<file path="src/verilog/slfc_defs.svh">
// timing, field and reset constants of the serial line frame port
`ifndef SLFC_DEFS_SVH
`define SLFC_DEFS_SVH

`define SLFC_CLK_HZ     50000000
`define SLFC_BAUD_LO    9600
`define SLFC_BAUD_HI    19200
`define SLFC_DIV_LO     (`SLFC_CLK_HZ / `SLFC_BAUD_LO)
`define SLFC_DIV_HI     (`SLFC_CLK_HZ / `SLFC_BAUD_HI)
`define SLFC_DIV_W      13
`define SLFC_DATA_BITS  8
`define SLFC_LAST_BIT   3'h7
`define SLFC_ADDR_MIN   8'h01
`define SLFC_ADDR_MAX   8'hF7
`define SLFC_RST_ADDR   8'h01
`define SLFC_RST_BAUDHI 1'b0
`define SLFC_RST_PAR    2'h1
`define SLFC_RST_FOURW  1'b0
`define SLFC_GAP_BITS   39
`define SLFC_GAP_W      20

`endif

</file>
<file path="src/verilog/slfc_pkg.sv">
// types shared by the serial line frame port
package slfc_pkg;
   typedef enum logic [1:0] {
      PAR_NONE = 2'h0,
      PAR_EVEN = 2'h1,
      PAR_ODD  = 2'h2
   } slfc_parity_e;

   typedef enum logic [2:0] {
      ST_IDLE  = 3'h0,
      ST_START = 3'h1,
      ST_DATA  = 3'h3,
      ST_PAR   = 3'h2,
      ST_STOP  = 3'h6
   } slfc_state_e;
endpackage : slfc_pkg

</file>
<file path="src/verilog/slfc_baud_tick.sv">
// bit period counter giving mid-bit and end-of-bit ticks
`timescale 1ns/1ps
module slfc_baud_tick #(
   parameter int W = 13
) (
   input  wire logic         clk,      // system clock
   input  wire logic         rstn,     // synchronous reset, active low
   input  wire logic         clkEn,    // freezes the counter while low
   input  wire logic         run,      // counts while high, clears while low
   input  wire logic [W-1:0] div,      // clocks per bit
   output logic              midTick,  // middle of the bit
   output logic              endTick   // last clock of the bit
);
   logic [W-1:0] cnt_r;
   logic [W-1:0] cnt_nxt;

   always_comb begin
      if (!run || endTick) begin
         cnt_nxt = '0;
      end else begin
         cnt_nxt = cnt_r + W'(1);
      end
   end

   always_ff @(posedge clk) begin
      if (!rstn) begin
         cnt_r <= '0;
      end else if (clkEn) begin
         cnt_r <= cnt_nxt;
      end
   end

   assign midTick = run && (cnt_r == (div >> 1));
   assign endTick = run && (cnt_r == div - W'(1));
endmodule : slfc_baud_tick

</file>
<file path="src/verilog/slfc_serial_port.sv">
// serial line character framing and configuration of a field-bus slave port
`timescale 1ns/1ps
`include "slfc_defs.svh"
module slfc_serial_port #(
   parameter int DIV_LO   = `SLFC_DIV_LO,   // clocks per bit at the low rate
   parameter int DIV_HI   = `SLFC_DIV_HI,   // clocks per bit at the high rate
   parameter int GAP_BITS = `SLFC_GAP_BITS  // idle bit times that end a frame
) (
   input  wire logic       clk,         // system clock, 50 MHz
   input  wire logic       rstn,        // synchronous reset, active low
   input  wire logic       clkEn,       // freezes all state while low
   input  wire logic       cfgBaudHi,   // staged rate: 1 = high rate
   input  wire logic [1:0] cfgParity,   // staged parity mode
   input  wire logic       cfgFourWire, // staged wiring: 1 = full duplex
   input  wire logic [7:0] cfgAddr,     // staged slave address
   input  wire logic       cfgWrite,    // stores the staged settings
   input  wire logic       restart,     // applies staged settings, aborts traffic
   output logic            cfgReject,   // write refused, one cycle
   output logic            actBaudHi,   // rate in use
   output logic [1:0]      actParity,   // parity in use
   output logic            actFourWire, // wiring in use
   output logic [7:0]      actAddr,     // address in use
   input  wire logic [7:0] txData,      // character to send
   input  wire logic       txValid,     // character offered
   output logic            txReady,     // character taken when valid
   output logic [7:0]      rxData,      // received character
   output logic            rxValid,     // received character good, one cycle
   output logic            rxFirst,     // character opens a frame
   output logic            rxErr,       // sticky line error
   input  wire logic       errClr,      // clears the error flag
   input  wire logic       lineRx,      // receive line level
   output logic            lineTx,      // transmit line level
   output logic            lineTxOe     // driver enable, high while driving
);
   localparam logic [`SLFC_GAP_W-1:0] GapW = `SLFC_GAP_W'(GAP_BITS);

   // configuration: staged copy and the copy in use
   logic       stBaud_r, stBaud_nxt, stFour_r, stFour_nxt, rej_r, rej_nxt;
   logic       aBaud_nxt, aFour_nxt, cfgOk;
   logic [1:0] stPar_r, stPar_nxt, aPar_nxt;
   logic [7:0] stAddr_r, stAddr_nxt, aAddr_nxt;

   assign cfgOk = (cfgAddr >= `SLFC_ADDR_MIN) && (cfgAddr <= `SLFC_ADDR_MAX)
                  && (cfgParity != 2'h3);

   always_comb begin
      stBaud_nxt = stBaud_r;
      stPar_nxt  = stPar_r;
      stFour_nxt = stFour_r;
      stAddr_nxt = stAddr_r;
      aBaud_nxt  = actBaudHi;
      aPar_nxt   = actParity;
      aFour_nxt  = actFourWire;
      aAddr_nxt  = actAddr;
      rej_nxt    = cfgWrite && !cfgOk;
      if (cfgWrite && cfgOk) begin
         stBaud_nxt = cfgBaudHi;
         stPar_nxt  = cfgParity;
         stFour_nxt = cfgFourWire;
         stAddr_nxt = cfgAddr;
      end
      if (restart) begin
         aBaud_nxt = stBaud_r;
         aPar_nxt  = stPar_r;
         aFour_nxt = stFour_r;
         aAddr_nxt = stAddr_r;
      end
   end

   always_ff @(posedge clk) begin
      if (!rstn) begin
         stBaud_r    <= `SLFC_RST_BAUDHI;
         stPar_r     <= `SLFC_RST_PAR;
         stFour_r    <= `SLFC_RST_FOURW;
         stAddr_r    <= `SLFC_RST_ADDR;
         actBaudHi   <= `SLFC_RST_BAUDHI;
         actParity   <= `SLFC_RST_PAR;
         actFourWire <= `SLFC_RST_FOURW;
         actAddr     <= `SLFC_RST_ADDR;
         rej_r       <= 1'b0;
      end else if (clkEn) begin
         stBaud_r    <= stBaud_nxt;
         stPar_r     <= stPar_nxt;
         stFour_r    <= stFour_nxt;
         stAddr_r    <= stAddr_nxt;
         actBaudHi   <= aBaud_nxt;
         actParity   <= aPar_nxt;
         actFourWire <= aFour_nxt;
         actAddr     <= aAddr_nxt;
         rej_r       <= rej_nxt;
      end
   end
   assign cfgReject = rej_r;

   logic [`SLFC_DIV_W-1:0] div;
   logic                   parOn, parOdd;
   assign div    = actBaudHi ? `SLFC_DIV_W'(DIV_HI) : `SLFC_DIV_W'(DIV_LO);
   assign parOn  = actParity != slfc_pkg::PAR_NONE;
   assign parOdd = actParity == slfc_pkg::PAR_ODD;

   // transmitter
   slfc_pkg::slfc_state_e txSt_r, txSt_nxt, rxSt_r, rxSt_nxt;
   logic [7:0] txShift_r, txShift_nxt;
   logic [2:0] txCnt_r, txCnt_nxt;
   logic       txPar_r, txPar_nxt, txLine_nxt, txEnd, rxMid, rxEnd, txTake;

   slfc_baud_tick #(.W(`SLFC_DIV_W)) u_txTick (
      .clk     (clk),
      .rstn    (rstn),
      .clkEn   (clkEn),
      .run     (txSt_r != slfc_pkg::ST_IDLE),
      .div     (div),
      .midTick (),
      .endTick (txEnd)
   );

   // two wires: no send while a character is arriving
   assign txReady = (txSt_r == slfc_pkg::ST_IDLE) && !restart
                    && (actFourWire || rxSt_r == slfc_pkg::ST_IDLE);
   assign txTake  = txValid && txReady;

   always_comb begin
      txSt_nxt    = txSt_r;
      txShift_nxt = txShift_r;
      txCnt_nxt   = txCnt_r;
      txPar_nxt   = txPar_r;
      if (restart) begin
         txSt_nxt = slfc_pkg::ST_IDLE;
      end else begin
         case (txSt_r)
            slfc_pkg::ST_IDLE: if (txTake) begin
               txSt_nxt    = slfc_pkg::ST_START;
               txShift_nxt = txData;
               txCnt_nxt   = 3'h0;
               txPar_nxt   = (^txData) ^ parOdd;
            end
            slfc_pkg::ST_START: if (txEnd) begin
               txSt_nxt = slfc_pkg::ST_DATA;
            end
            slfc_pkg::ST_DATA: if (txEnd) begin
               txShift_nxt = {1'b0, txShift_r[7:1]};
               txCnt_nxt   = txCnt_r + 3'h1;
               if (txCnt_r == `SLFC_LAST_BIT) begin
                  txSt_nxt = parOn ? slfc_pkg::ST_PAR : slfc_pkg::ST_STOP;
               end
            end
            slfc_pkg::ST_PAR: if (txEnd) begin
               txSt_nxt = slfc_pkg::ST_STOP;
            end
            slfc_pkg::ST_STOP: if (txEnd) begin
               if (!parOn && txCnt_r == 3'h0) begin
                  txCnt_nxt = 3'h1;
               end else begin
                  txSt_nxt = slfc_pkg::ST_IDLE;
               end
            end
            default: txSt_nxt = slfc_pkg::ST_IDLE;
         endcase
      end
      case (txSt_nxt)
         slfc_pkg::ST_START: txLine_nxt = 1'b0;
         slfc_pkg::ST_DATA:  txLine_nxt = txShift_nxt[0];
         slfc_pkg::ST_PAR:   txLine_nxt = txPar_nxt;
         default:            txLine_nxt = 1'b1;
      endcase
   end

   always_ff @(posedge clk) begin
      if (!rstn) begin
         txSt_r    <= slfc_pkg::ST_IDLE;
         txShift_r <= 8'h00;
         txCnt_r   <= 3'h0;
         txPar_r   <= 1'b0;
         lineTx    <= 1'b1;
      end else if (clkEn) begin
         txSt_r    <= txSt_nxt;
         txShift_r <= txShift_nxt;
         txCnt_r   <= txCnt_nxt;
         txPar_r   <= txPar_nxt;
         lineTx    <= txLine_nxt;
      end
   end
   // two wires: release the shared pair between characters
   assign lineTxOe = actFourWire || (txSt_r != slfc_pkg::ST_IDLE);

   // receiver
   logic [7:0]             rxShift_r, rxShift_nxt, rxData_nxt;
   logic [2:0]             rxCnt_r, rxCnt_nxt;
   logic [`SLFC_GAP_W-1:0] gap_r, gap_nxt, gapLimit;
   logic rxBad_r, rxBad_nxt, rxDone, rxBadNow, rxGo;
   logic rxValid_nxt, rxFirst_nxt, rxErr_nxt, drop_r, drop_nxt, open_r, open_nxt;

   slfc_baud_tick #(.W(`SLFC_DIV_W)) u_rxTick (
      .clk     (clk),
      .rstn    (rstn),
      .clkEn   (clkEn),
      .run     (rxSt_r != slfc_pkg::ST_IDLE),
      .div     (div),
      .midTick (rxMid),
      .endTick (rxEnd)
   );

   assign gapLimit = `SLFC_GAP_W'(div * GapW);
   assign rxGo     = (rxSt_r == slfc_pkg::ST_IDLE) && !lineRx && !restart
                     && (actFourWire || (txSt_r == slfc_pkg::ST_IDLE && !txTake));
   assign rxBadNow = rxBad_r || !lineRx;
   assign rxDone   = (rxSt_r == slfc_pkg::ST_STOP) && rxMid && !restart
                     && (parOn || rxCnt_r != 3'h0);

   always_comb begin
      rxSt_nxt    = rxSt_r;
      rxShift_nxt = rxShift_r;
      rxCnt_nxt   = rxCnt_r;
      rxBad_nxt   = rxBad_r;
      rxData_nxt  = rxData;
      rxValid_nxt = 1'b0;
      rxFirst_nxt = rxFirst;
      drop_nxt    = drop_r;
      open_nxt    = open_r;
      rxErr_nxt   = rxErr && !errClr;
      gap_nxt     = (rxSt_r != slfc_pkg::ST_IDLE || !lineRx) ? '0 :
                    (gap_r == gapLimit) ? gap_r : gap_r + `SLFC_GAP_W'(1);
      if (gap_r == gapLimit) begin
         open_nxt = 1'b0;
         drop_nxt = 1'b0;
      end
      if (restart) begin
         rxSt_nxt = slfc_pkg::ST_IDLE;
         open_nxt = 1'b0;
         drop_nxt = 1'b0;
      end else begin
         case (rxSt_r)
            slfc_pkg::ST_IDLE: if (rxGo) begin
               rxSt_nxt  = slfc_pkg::ST_START;
               rxCnt_nxt = 3'h0;
               rxBad_nxt = 1'b0;
            end
            slfc_pkg::ST_START: begin
               if (rxMid && lineRx) begin
                  rxSt_nxt = slfc_pkg::ST_IDLE;
               end else if (rxEnd) begin
                  rxSt_nxt = slfc_pkg::ST_DATA;
               end
            end
            slfc_pkg::ST_DATA: begin
               if (rxMid) begin
                  rxShift_nxt = {lineRx, rxShift_r[7:1]};
               end
               if (rxEnd) begin
                  rxCnt_nxt = rxCnt_r + 3'h1;
                  if (rxCnt_r == `SLFC_LAST_BIT) begin
                     rxSt_nxt = parOn ? slfc_pkg::ST_PAR : slfc_pkg::ST_STOP;
                  end
               end
            end
            slfc_pkg::ST_PAR: begin
               if (rxMid && (lineRx != ((^rxShift_r) ^ parOdd))) begin
                  rxBad_nxt = 1'b1;
               end
               if (rxEnd) begin
                  rxSt_nxt = slfc_pkg::ST_STOP;
               end
            end
            slfc_pkg::ST_STOP: begin
               if (rxMid && !lineRx) begin
                  rxBad_nxt = 1'b1;
               end
               if (rxDone) begin
                  rxSt_nxt = slfc_pkg::ST_IDLE;
               end else if (rxEnd) begin
                  rxCnt_nxt = 3'h1;
               end
            end
            default: rxSt_nxt = slfc_pkg::ST_IDLE;
         endcase
      end
      if (rxDone) begin
         open_nxt = 1'b1;
         if (rxBadNow) begin
            rxErr_nxt = 1'b1;
            drop_nxt  = 1'b1;
         end else if (!drop_r) begin
            rxValid_nxt = 1'b1;
            rxData_nxt  = rxShift_r;
            rxFirst_nxt = !open_r;
         end
      end
   end

   always_ff @(posedge clk) begin
      if (!rstn) begin
         rxSt_r    <= slfc_pkg::ST_IDLE;
         rxShift_r <= 8'h00;
         rxCnt_r   <= 3'h0;
         rxBad_r   <= 1'b0;
         rxData    <= 8'h00;
         rxValid   <= 1'b0;
         rxFirst   <= 1'b0;
         rxErr     <= 1'b0;
         drop_r    <= 1'b0;
         open_r    <= 1'b0;
         gap_r     <= '0;
      end else if (clkEn) begin
         rxSt_r    <= rxSt_nxt;
         rxShift_r <= rxShift_nxt;
         rxCnt_r   <= rxCnt_nxt;
         rxBad_r   <= rxBad_nxt;
         rxData    <= rxData_nxt;
         rxValid   <= rxValid_nxt;
         rxFirst   <= rxFirst_nxt;
         rxErr     <= rxErr_nxt;
         drop_r    <= drop_nxt;
         open_r    <= open_nxt;
         gap_r     <= gap_nxt;
      end
   end

   // checks
   logic [`SLFC_DIV_W-1:0] startLen_r;
   always_ff @(posedge clk) begin
      if (!rstn || txSt_r != slfc_pkg::ST_START) begin
         startLen_r <= '0;
      end else if (clkEn) begin
         startLen_r <= startLen_r + `SLFC_DIV_W'(1);
      end
   end
endmodule : slfc_serial_port

</file>
<file path="config.mk">
export PLATFORM = sky130hd
export DESIGN_NAME = slfc_serial_port
export DESIGN_NICKNAME = d
export VERILOG_FILES = /design/src/verilog/slfc_pkg.sv /design/src/verilog/slfc_baud_tick.sv /design/src/verilog/slfc_serial_port.sv
export VERILOG_INCLUDE_DIRS = /design/src /design/src/verilog
export SDC_FILE = /design/constraint.sdc
export NUM_CORES = 1
export LEC_CHECK = 0
export BUFFER_PORTS_ARGS = -buffer_cell sky130_fd_sc_hd__buf_2
export CAP_MARGIN = 20
export CORE_MARGIN = 2
export CORE_UTILIZATION = 40
export CTS_CLUSTER_DIAMETER = 150
export DETAILED_ROUTE_END_ITERATION = 12
export SYNTH_ARGS = -nofsm -noshare
export SYNTH_HDL_FRONTEND = slang
export SYNTH_SLANG_ARGS = --single-unit
</file>
<file path="constraint.sdc">
create_clock -name clk -period 2.25 [get_ports clk]
set_clock_uncertainty 0.1 [all_clocks]
set_input_delay 0.225 -clock clk [delete_from_list [all_inputs] [get_ports clk]]
set_output_delay 0.225 -clock clk [all_outputs]
set_load 0.02 [all_outputs]
</file>
After elaboration in Yosys (flattened, before gate mapping). Index checks and enable logic that the tools add are counted. W data, S select, Z words.

$add $sub $neg: 6. Multiply operators: 1. Order comparisons: 2. Equality and inequality tests: 37. Multiplexer cells: 58. Bitwise operators: 5. Reductions and logical operators: 64.

Operators by type and width (number): $mux W3 (25); $mux W20 (2); $mux W13 (3); $pmux W3 S5 (2); $add A13 B1 Y13 const B (2); $eq A13 B13 Y1 (2); $logic_and A1 B1 Y1 (22); $reduce_and A7 Y1 (3); $reduce_bool A3 Y1 (7); $add A20 B1 Y20 const B (1); $eq A20 B19 Y1 (1); $mul A13 B6 Y19 const B (1); $mux W1 (19); $eq A3 B2 Y1 const B (6); $pmux W3 S3 (2); $mux W8 (2); $pmux W8 S2 (1); $reduce_xor A8 Y1 (2); $ne A2 B2 Y1 const B (7); $eq A13 B12 Y1 (1); $sub A13 B1 Y13 const B (1); $eq A3 B3 Y1 const B (4); $ne A2 B1 Y1 const B (5); $eq A3 B1 Y1 const B (3); other kinds (19) (49).

Register bits: 115. Output and inout bits: 27. Word-level logic and storage cells: 201.

Longest topological paths before layout.
Depth in word-level cells: 11. Depth in mapped cells: 9. Mapped depth without buffers: 8.

Modules after synthesis. A second synthesis with hierarchy kept.

Cells, all modules: 852. Area total of the unflattened synthesis: 6937.9 µm².

Modules (own cells, without submodules): slfc_serial_port (times used 1, cells each 524, area each 4401.7 µm²); slfc_baud_tick at u_rxTick (times used 1, cells each 166, area each 1305.0 µm²); slfc_baud_tick at u_txTick (times used 1, cells each 162, area each 1231.2 µm²).

Worst setup path after synthesis. Ideal clock, no wire load.

Path type: flip-flop to flip-flop. From: reg actBaudHi. To: reg txSt_r[0]. Setup time: 128 ps. Arrival time: 2189 ps. Data required time: 2022 ps. Setup slack: -167 ps. Stages on the path, launching flop included: 7. Path buffers: 0. Period minus slack after synthesis: 2417 ps. Path through: dfxtp_1 > or4b_1 > mux2_4 > or4_1 > a31oi_1 > a2bb2oi_1 > nor2_1.

Word-level cells in the longest chain between the ends: 7.

Ends and longest elaborated chain: from (decl) (RTL line slfc_serial_port.sv:19) `output logic actBaudHi,`; from (signal assigned) (RTL line slfc_serial_port.sv:76) `` actBaudHi <= `SLFC_RST_BAUDHI; ``; from (signal assigned) (RTL line slfc_serial_port.sv:86) `actBaudHi <= aBaud_nxt;`; $mux W13 * (RTL line slfc_serial_port.sv:97) `` assign div = actBaudHi ? `SLFC_DIV_W'(DIV_HI) : `SLFC_DIV_W'(DIV_LO); ``; $sub A13 B1 Y13 * (RTL line slfc_baud_tick.sv:34) `assign endTick = run && (cnt_r == div - W'(1));`; $eq A13 B13 Y1 * (RTL line slfc_baud_tick.sv:34); $logic_and A1 B1 Y1 * (RTL line slfc_baud_tick.sv:34); $mux W3, on equally long branches; $pmux W3 S5 * (RTL line slfc_serial_port.sv:130) `case (txSt_r)`; $mux W3 * (RTL line slfc_serial_port.sv:127) `if (restart) begin`; to (signal assigned) (RTL line slfc_serial_port.sv:170) `txSt_r <= slfc_pkg::ST_IDLE;`; to (signal assigned) (RTL line slfc_serial_port.sv:176) `txSt_r <= txSt_nxt;`; to (decl) (RTL line slfc_serial_port.sv:102) `slfc_pkg::slfc_state_e txSt_r, txSt_nxt, rxSt_r, rxSt_nxt;`.

Every way passes the cells marked *; elsewhere a longest branch is shown, timed or not. A chain may end at the register's enable or synchronous reset.

Worst setup path after layout.
From: reg u_txTick.cnt_r[4]. To: reg lineTx.

Word-level cells in the longest chain between the ends: 7.

Ends and longest elaborated chain: from (decl) (RTL line slfc_baud_tick.sv:14) `logic [W-1:0] cnt_r;`; from (signal assigned) (RTL line slfc_baud_tick.sv:29) `cnt_r <= cnt_nxt;`; $eq A13 B13 Y1 * (RTL line slfc_baud_tick.sv:34); $logic_and A1 B1 Y1 * (RTL line slfc_baud_tick.sv:34); $mux W3, on equally long branches; $pmux W3 S5 (RTL line slfc_serial_port.sv:130); $mux W3 (RTL line slfc_serial_port.sv:127); $eq A3 B2 Y1 or $eq A3 B1 Y1 (tied branches) (RTL line slfc_serial_port.sv:160) `case (txSt_nxt)`; $pmux W1 S3 * (RTL line slfc_serial_port.sv:160); to (signal assigned) (RTL line slfc_serial_port.sv:180) `lineTx <= txLine_nxt;`; to (decl) (RTL line slfc_serial_port.sv:32) `output logic lineTx,`.

Every way passes the cells marked *; elsewhere a longest branch is shown, timed or not. The select of a mux whose other input is x is not followed.

==> flow_summary.ini <==
[detailed_routing]
ant_nets = 0
vias = 5414
via_per_inst = 5.42
drt_pre_antenna_iters = 5
wl_per_cell_um = 15.5
drtIter0Drc = 423
wirelength_mm = 15.5
drc = 0

[global_route]
grt_overflow_total = 0
grtUsageTotal = 0.195
grt_first_pass_wirelength_mm = 25.2
grt_max_degree = 55
grt_pass1_vias = 5213
antenna_found_initial = 0

[floorplanning]
core_area_mm2 = 0.0144
ios = 55
die_x_um = 125
initial_utilization = 0.407
dieArea_mm2 = 0.0156
rows = 44
die_h_um = 125

[final_layout]
nets = 839
diodes = 0
area_growth_pct = 33.1
design_area_mm2 = 0.00781
final_common_cell = dfxtp_1
drive_above_1_share = 0.263
fin_cells = 998
final_cell_mix = 106 x dfxtp_1, 104 x nor2_1, 73 x nand2_1
fillCellCount = 1314

[timing]
max-slew-margin-rel = 0.608
rsz0062_at_grt = yes
setup_viol = 11
min_period_over_period = 1.03
finalHoldViolations = 0
whs_ps = 49.9
fin_ws_ps = -74.3
timing.fmax_ghz = 0.430
min_period_ps = 2320
slew_viol_final = 0
tightest_slew_ps = 588

[worst_setup_path]
r2r_setup_slack_ps = -70
end_kind = flip-flop
reg2reg_depth = 6
worstPathMaxFanout = 4
cp_cell_sequence = or4bb_4, o22a_4, or4_4, nor2b_4, o41ai_2, o21ai_1
worstSetupPathType = flip-flop to flip-flop
cp-start-kind = flip-flop
rr_endpoint = lineTx
worst_path_max_delay_cell = or4bb_4
worstPathArrival_ps = 2530
worstReg2RegStart = u_txTick.cnt_r[4]
cp_slowest_stage_delay_ps = 540
crit_required_ps = 2450

[outcome]
violations = negative setup slack
status = finished, violations left

[power_and_ir_drop]
p_leak_nw = 3.10
vdd_drop_max_uv = 482
total_power_mw = 5.41
pwr_density_cell_mw_per_mm2 = 693

[cts]
cts_tree = done
clkTransAtPathRegs_ps = 60
insertion_delay_ps = 420
clockRootBuffer = clkbuf_16
h-tree-depth = 4
ctsLongestPathBuffers = 2
cts_buffers = 17
cts_sinks = 115

[yosys]
synth_area_leaders = dfxtp_1 39%, nor2_1 6.7%, mux2i_1 6.5%, xnor2_1 5.5%, nand2_1 4.7%
syn-num-nets = 729
avgSynthCellArea_um2 = 8.49
async_flop_share = 0
ys_ff_latch = 115
yosys_most_used_dff = dfxtp_1
syn_area_mm2 = 0.00587
syn_inst = 691
synth-seq-area-share = 0.392
synth_edf_count = 0
yosysWarnings = 0
synth_top_area_share = 0.392
synth_largest_area_cell = dfxtp_1
ys_types = 70

[place]
dp_hpwl_mm = 10.6
placed_cells = 942
io_buffer_count = 54
gp_congestion = 0.854
placed_cell_area_mm2 = 0.00667
post-place-ws_ps = -139

[worst_hold_path]
worstHoldEndpoint = stAddr_r[0]
hold_path_depth = 2
hold_path.startpoint = rstn
worstHoldPathType = primary input to flip-flop

[job]
cap_violations = 0
metal layers:
layer | routed length, um | track usage
met1 | 6970 | 0.242
met3 | 548 | 0.0407
met5 | 0 | 0
met4 | 329 | 0.0817
met2 | 7660 | 0.330
worst max-delay path by stage:
stage | slack (ps) | startpoint | to
floorplan | 10 | u_rxTick.cnt_r[2] | u_rxTick.cnt_r[10]
global placement | -20 | actBaudHi | lineTx
detailed placement | -140 | u_txTick.cnt_r[11] | lineTx
CTS | -120 | actBaudHi | lineTx
global route | -150 | u_txTick.cnt_r[11] | txShift_r[4]
finish | -70 | u_txTick.cnt_r[4] | lineTx
layout make-up:
| type | instances | area, um2 | share of cell area |
|---|---|---|---|
| sequential | 115 | 2320 | 0.297 |
| multi-input combinational | 521 | 3630 | 0.465 |
| clock inverter | 13 | 196 | 0.0252 |
| inverter | 17 | 63.8 | 0.00817 |
| tap | 184 | 230 | 0.0295 |
| clock buffer | 19 | 453 | 0.0580 |
| timing repair buffer | 129 | 921 | 0.118 |
critical path: cells and delay by family (launching register included):
| kind | cells | cell delay [ps] |
|---|---|---|
| AO/OA/AOI/OAI | 3 | 570 |
| AND/OR/NAND/NOR | 3 | 1200 |
| flip-flops | 1 | 340 |
report_power, final:
| group | switching (mW) | total (mW) | leakage (nW) | internal (mW) |
|---|---|---|---|---|
| clock | 1.02 | 2.95 | 0.311 | 1.93 |
| combinational | 0.211 | 0.371 | 1.86 | 0.160 |
| sequential | 0.0224 | 2.09 | 0.934 | 2.07 |
cells by family after synthesis:
kind of cell	synth area share
AOI/OAI and AO/OA	0.125
xor gates and xnor gates	0.0875
adders and majority gates	0.0213
buffers and inverters	0.0382
DFF	0.392
muxes	0.0712
and+or+nand+nor	0.265
registers in the layout (all words and copies together), names as in the netlist, 2 cells and up:
name	cells
actAddr	8
actParity	2
gap_r	20
rxCnt_r	3
rxData	8
rxShift_r	8
rxSt_r	3
stAddr_r	8
stPar_r	2
txCnt_r	3
txShift_r	8
txSt_r	3
u_rxTick.cnt_r	13
u_txTick.cnt_r	13
what timing repair did:
item / 4_1_cts / 5_1_grt
hold buffers: 13 / 1
endpoints found under the hold margin: 13 / 1
buffers inserted: 5 / 3
setup endpoints to repair: 24 / 61
pin swaps: 14 / 15
cloned: 2 / 1
gates resized for setup: 33 / 31
stage by stage:
step                utilization  setup TNS (ps)
floorplan                     -               0
global placement          0.462           -38.3
detailed placement        0.462            -979
CTS                       0.532            -644
global route              0.541           -2180
finish                    0.541            -426
cells in the mapped netlist (6+ instances only):
library cell	n
dfxtp_1	115
mux2i_1	38
nor2_1	104
and3_1	10
a21oi_1	32
and4_1	6
clkbuf_1	30
ha_1	10
xor2_1	19
nor3_1	19
o21ai_0	19
xnor2_1	37
nand4_1	12
nand2b_1	7
inv_1	16
nand2_1	74
a22oi_1	7
nand3_1	23
nor3b_1	8
(Power assumes the default switching activity.)
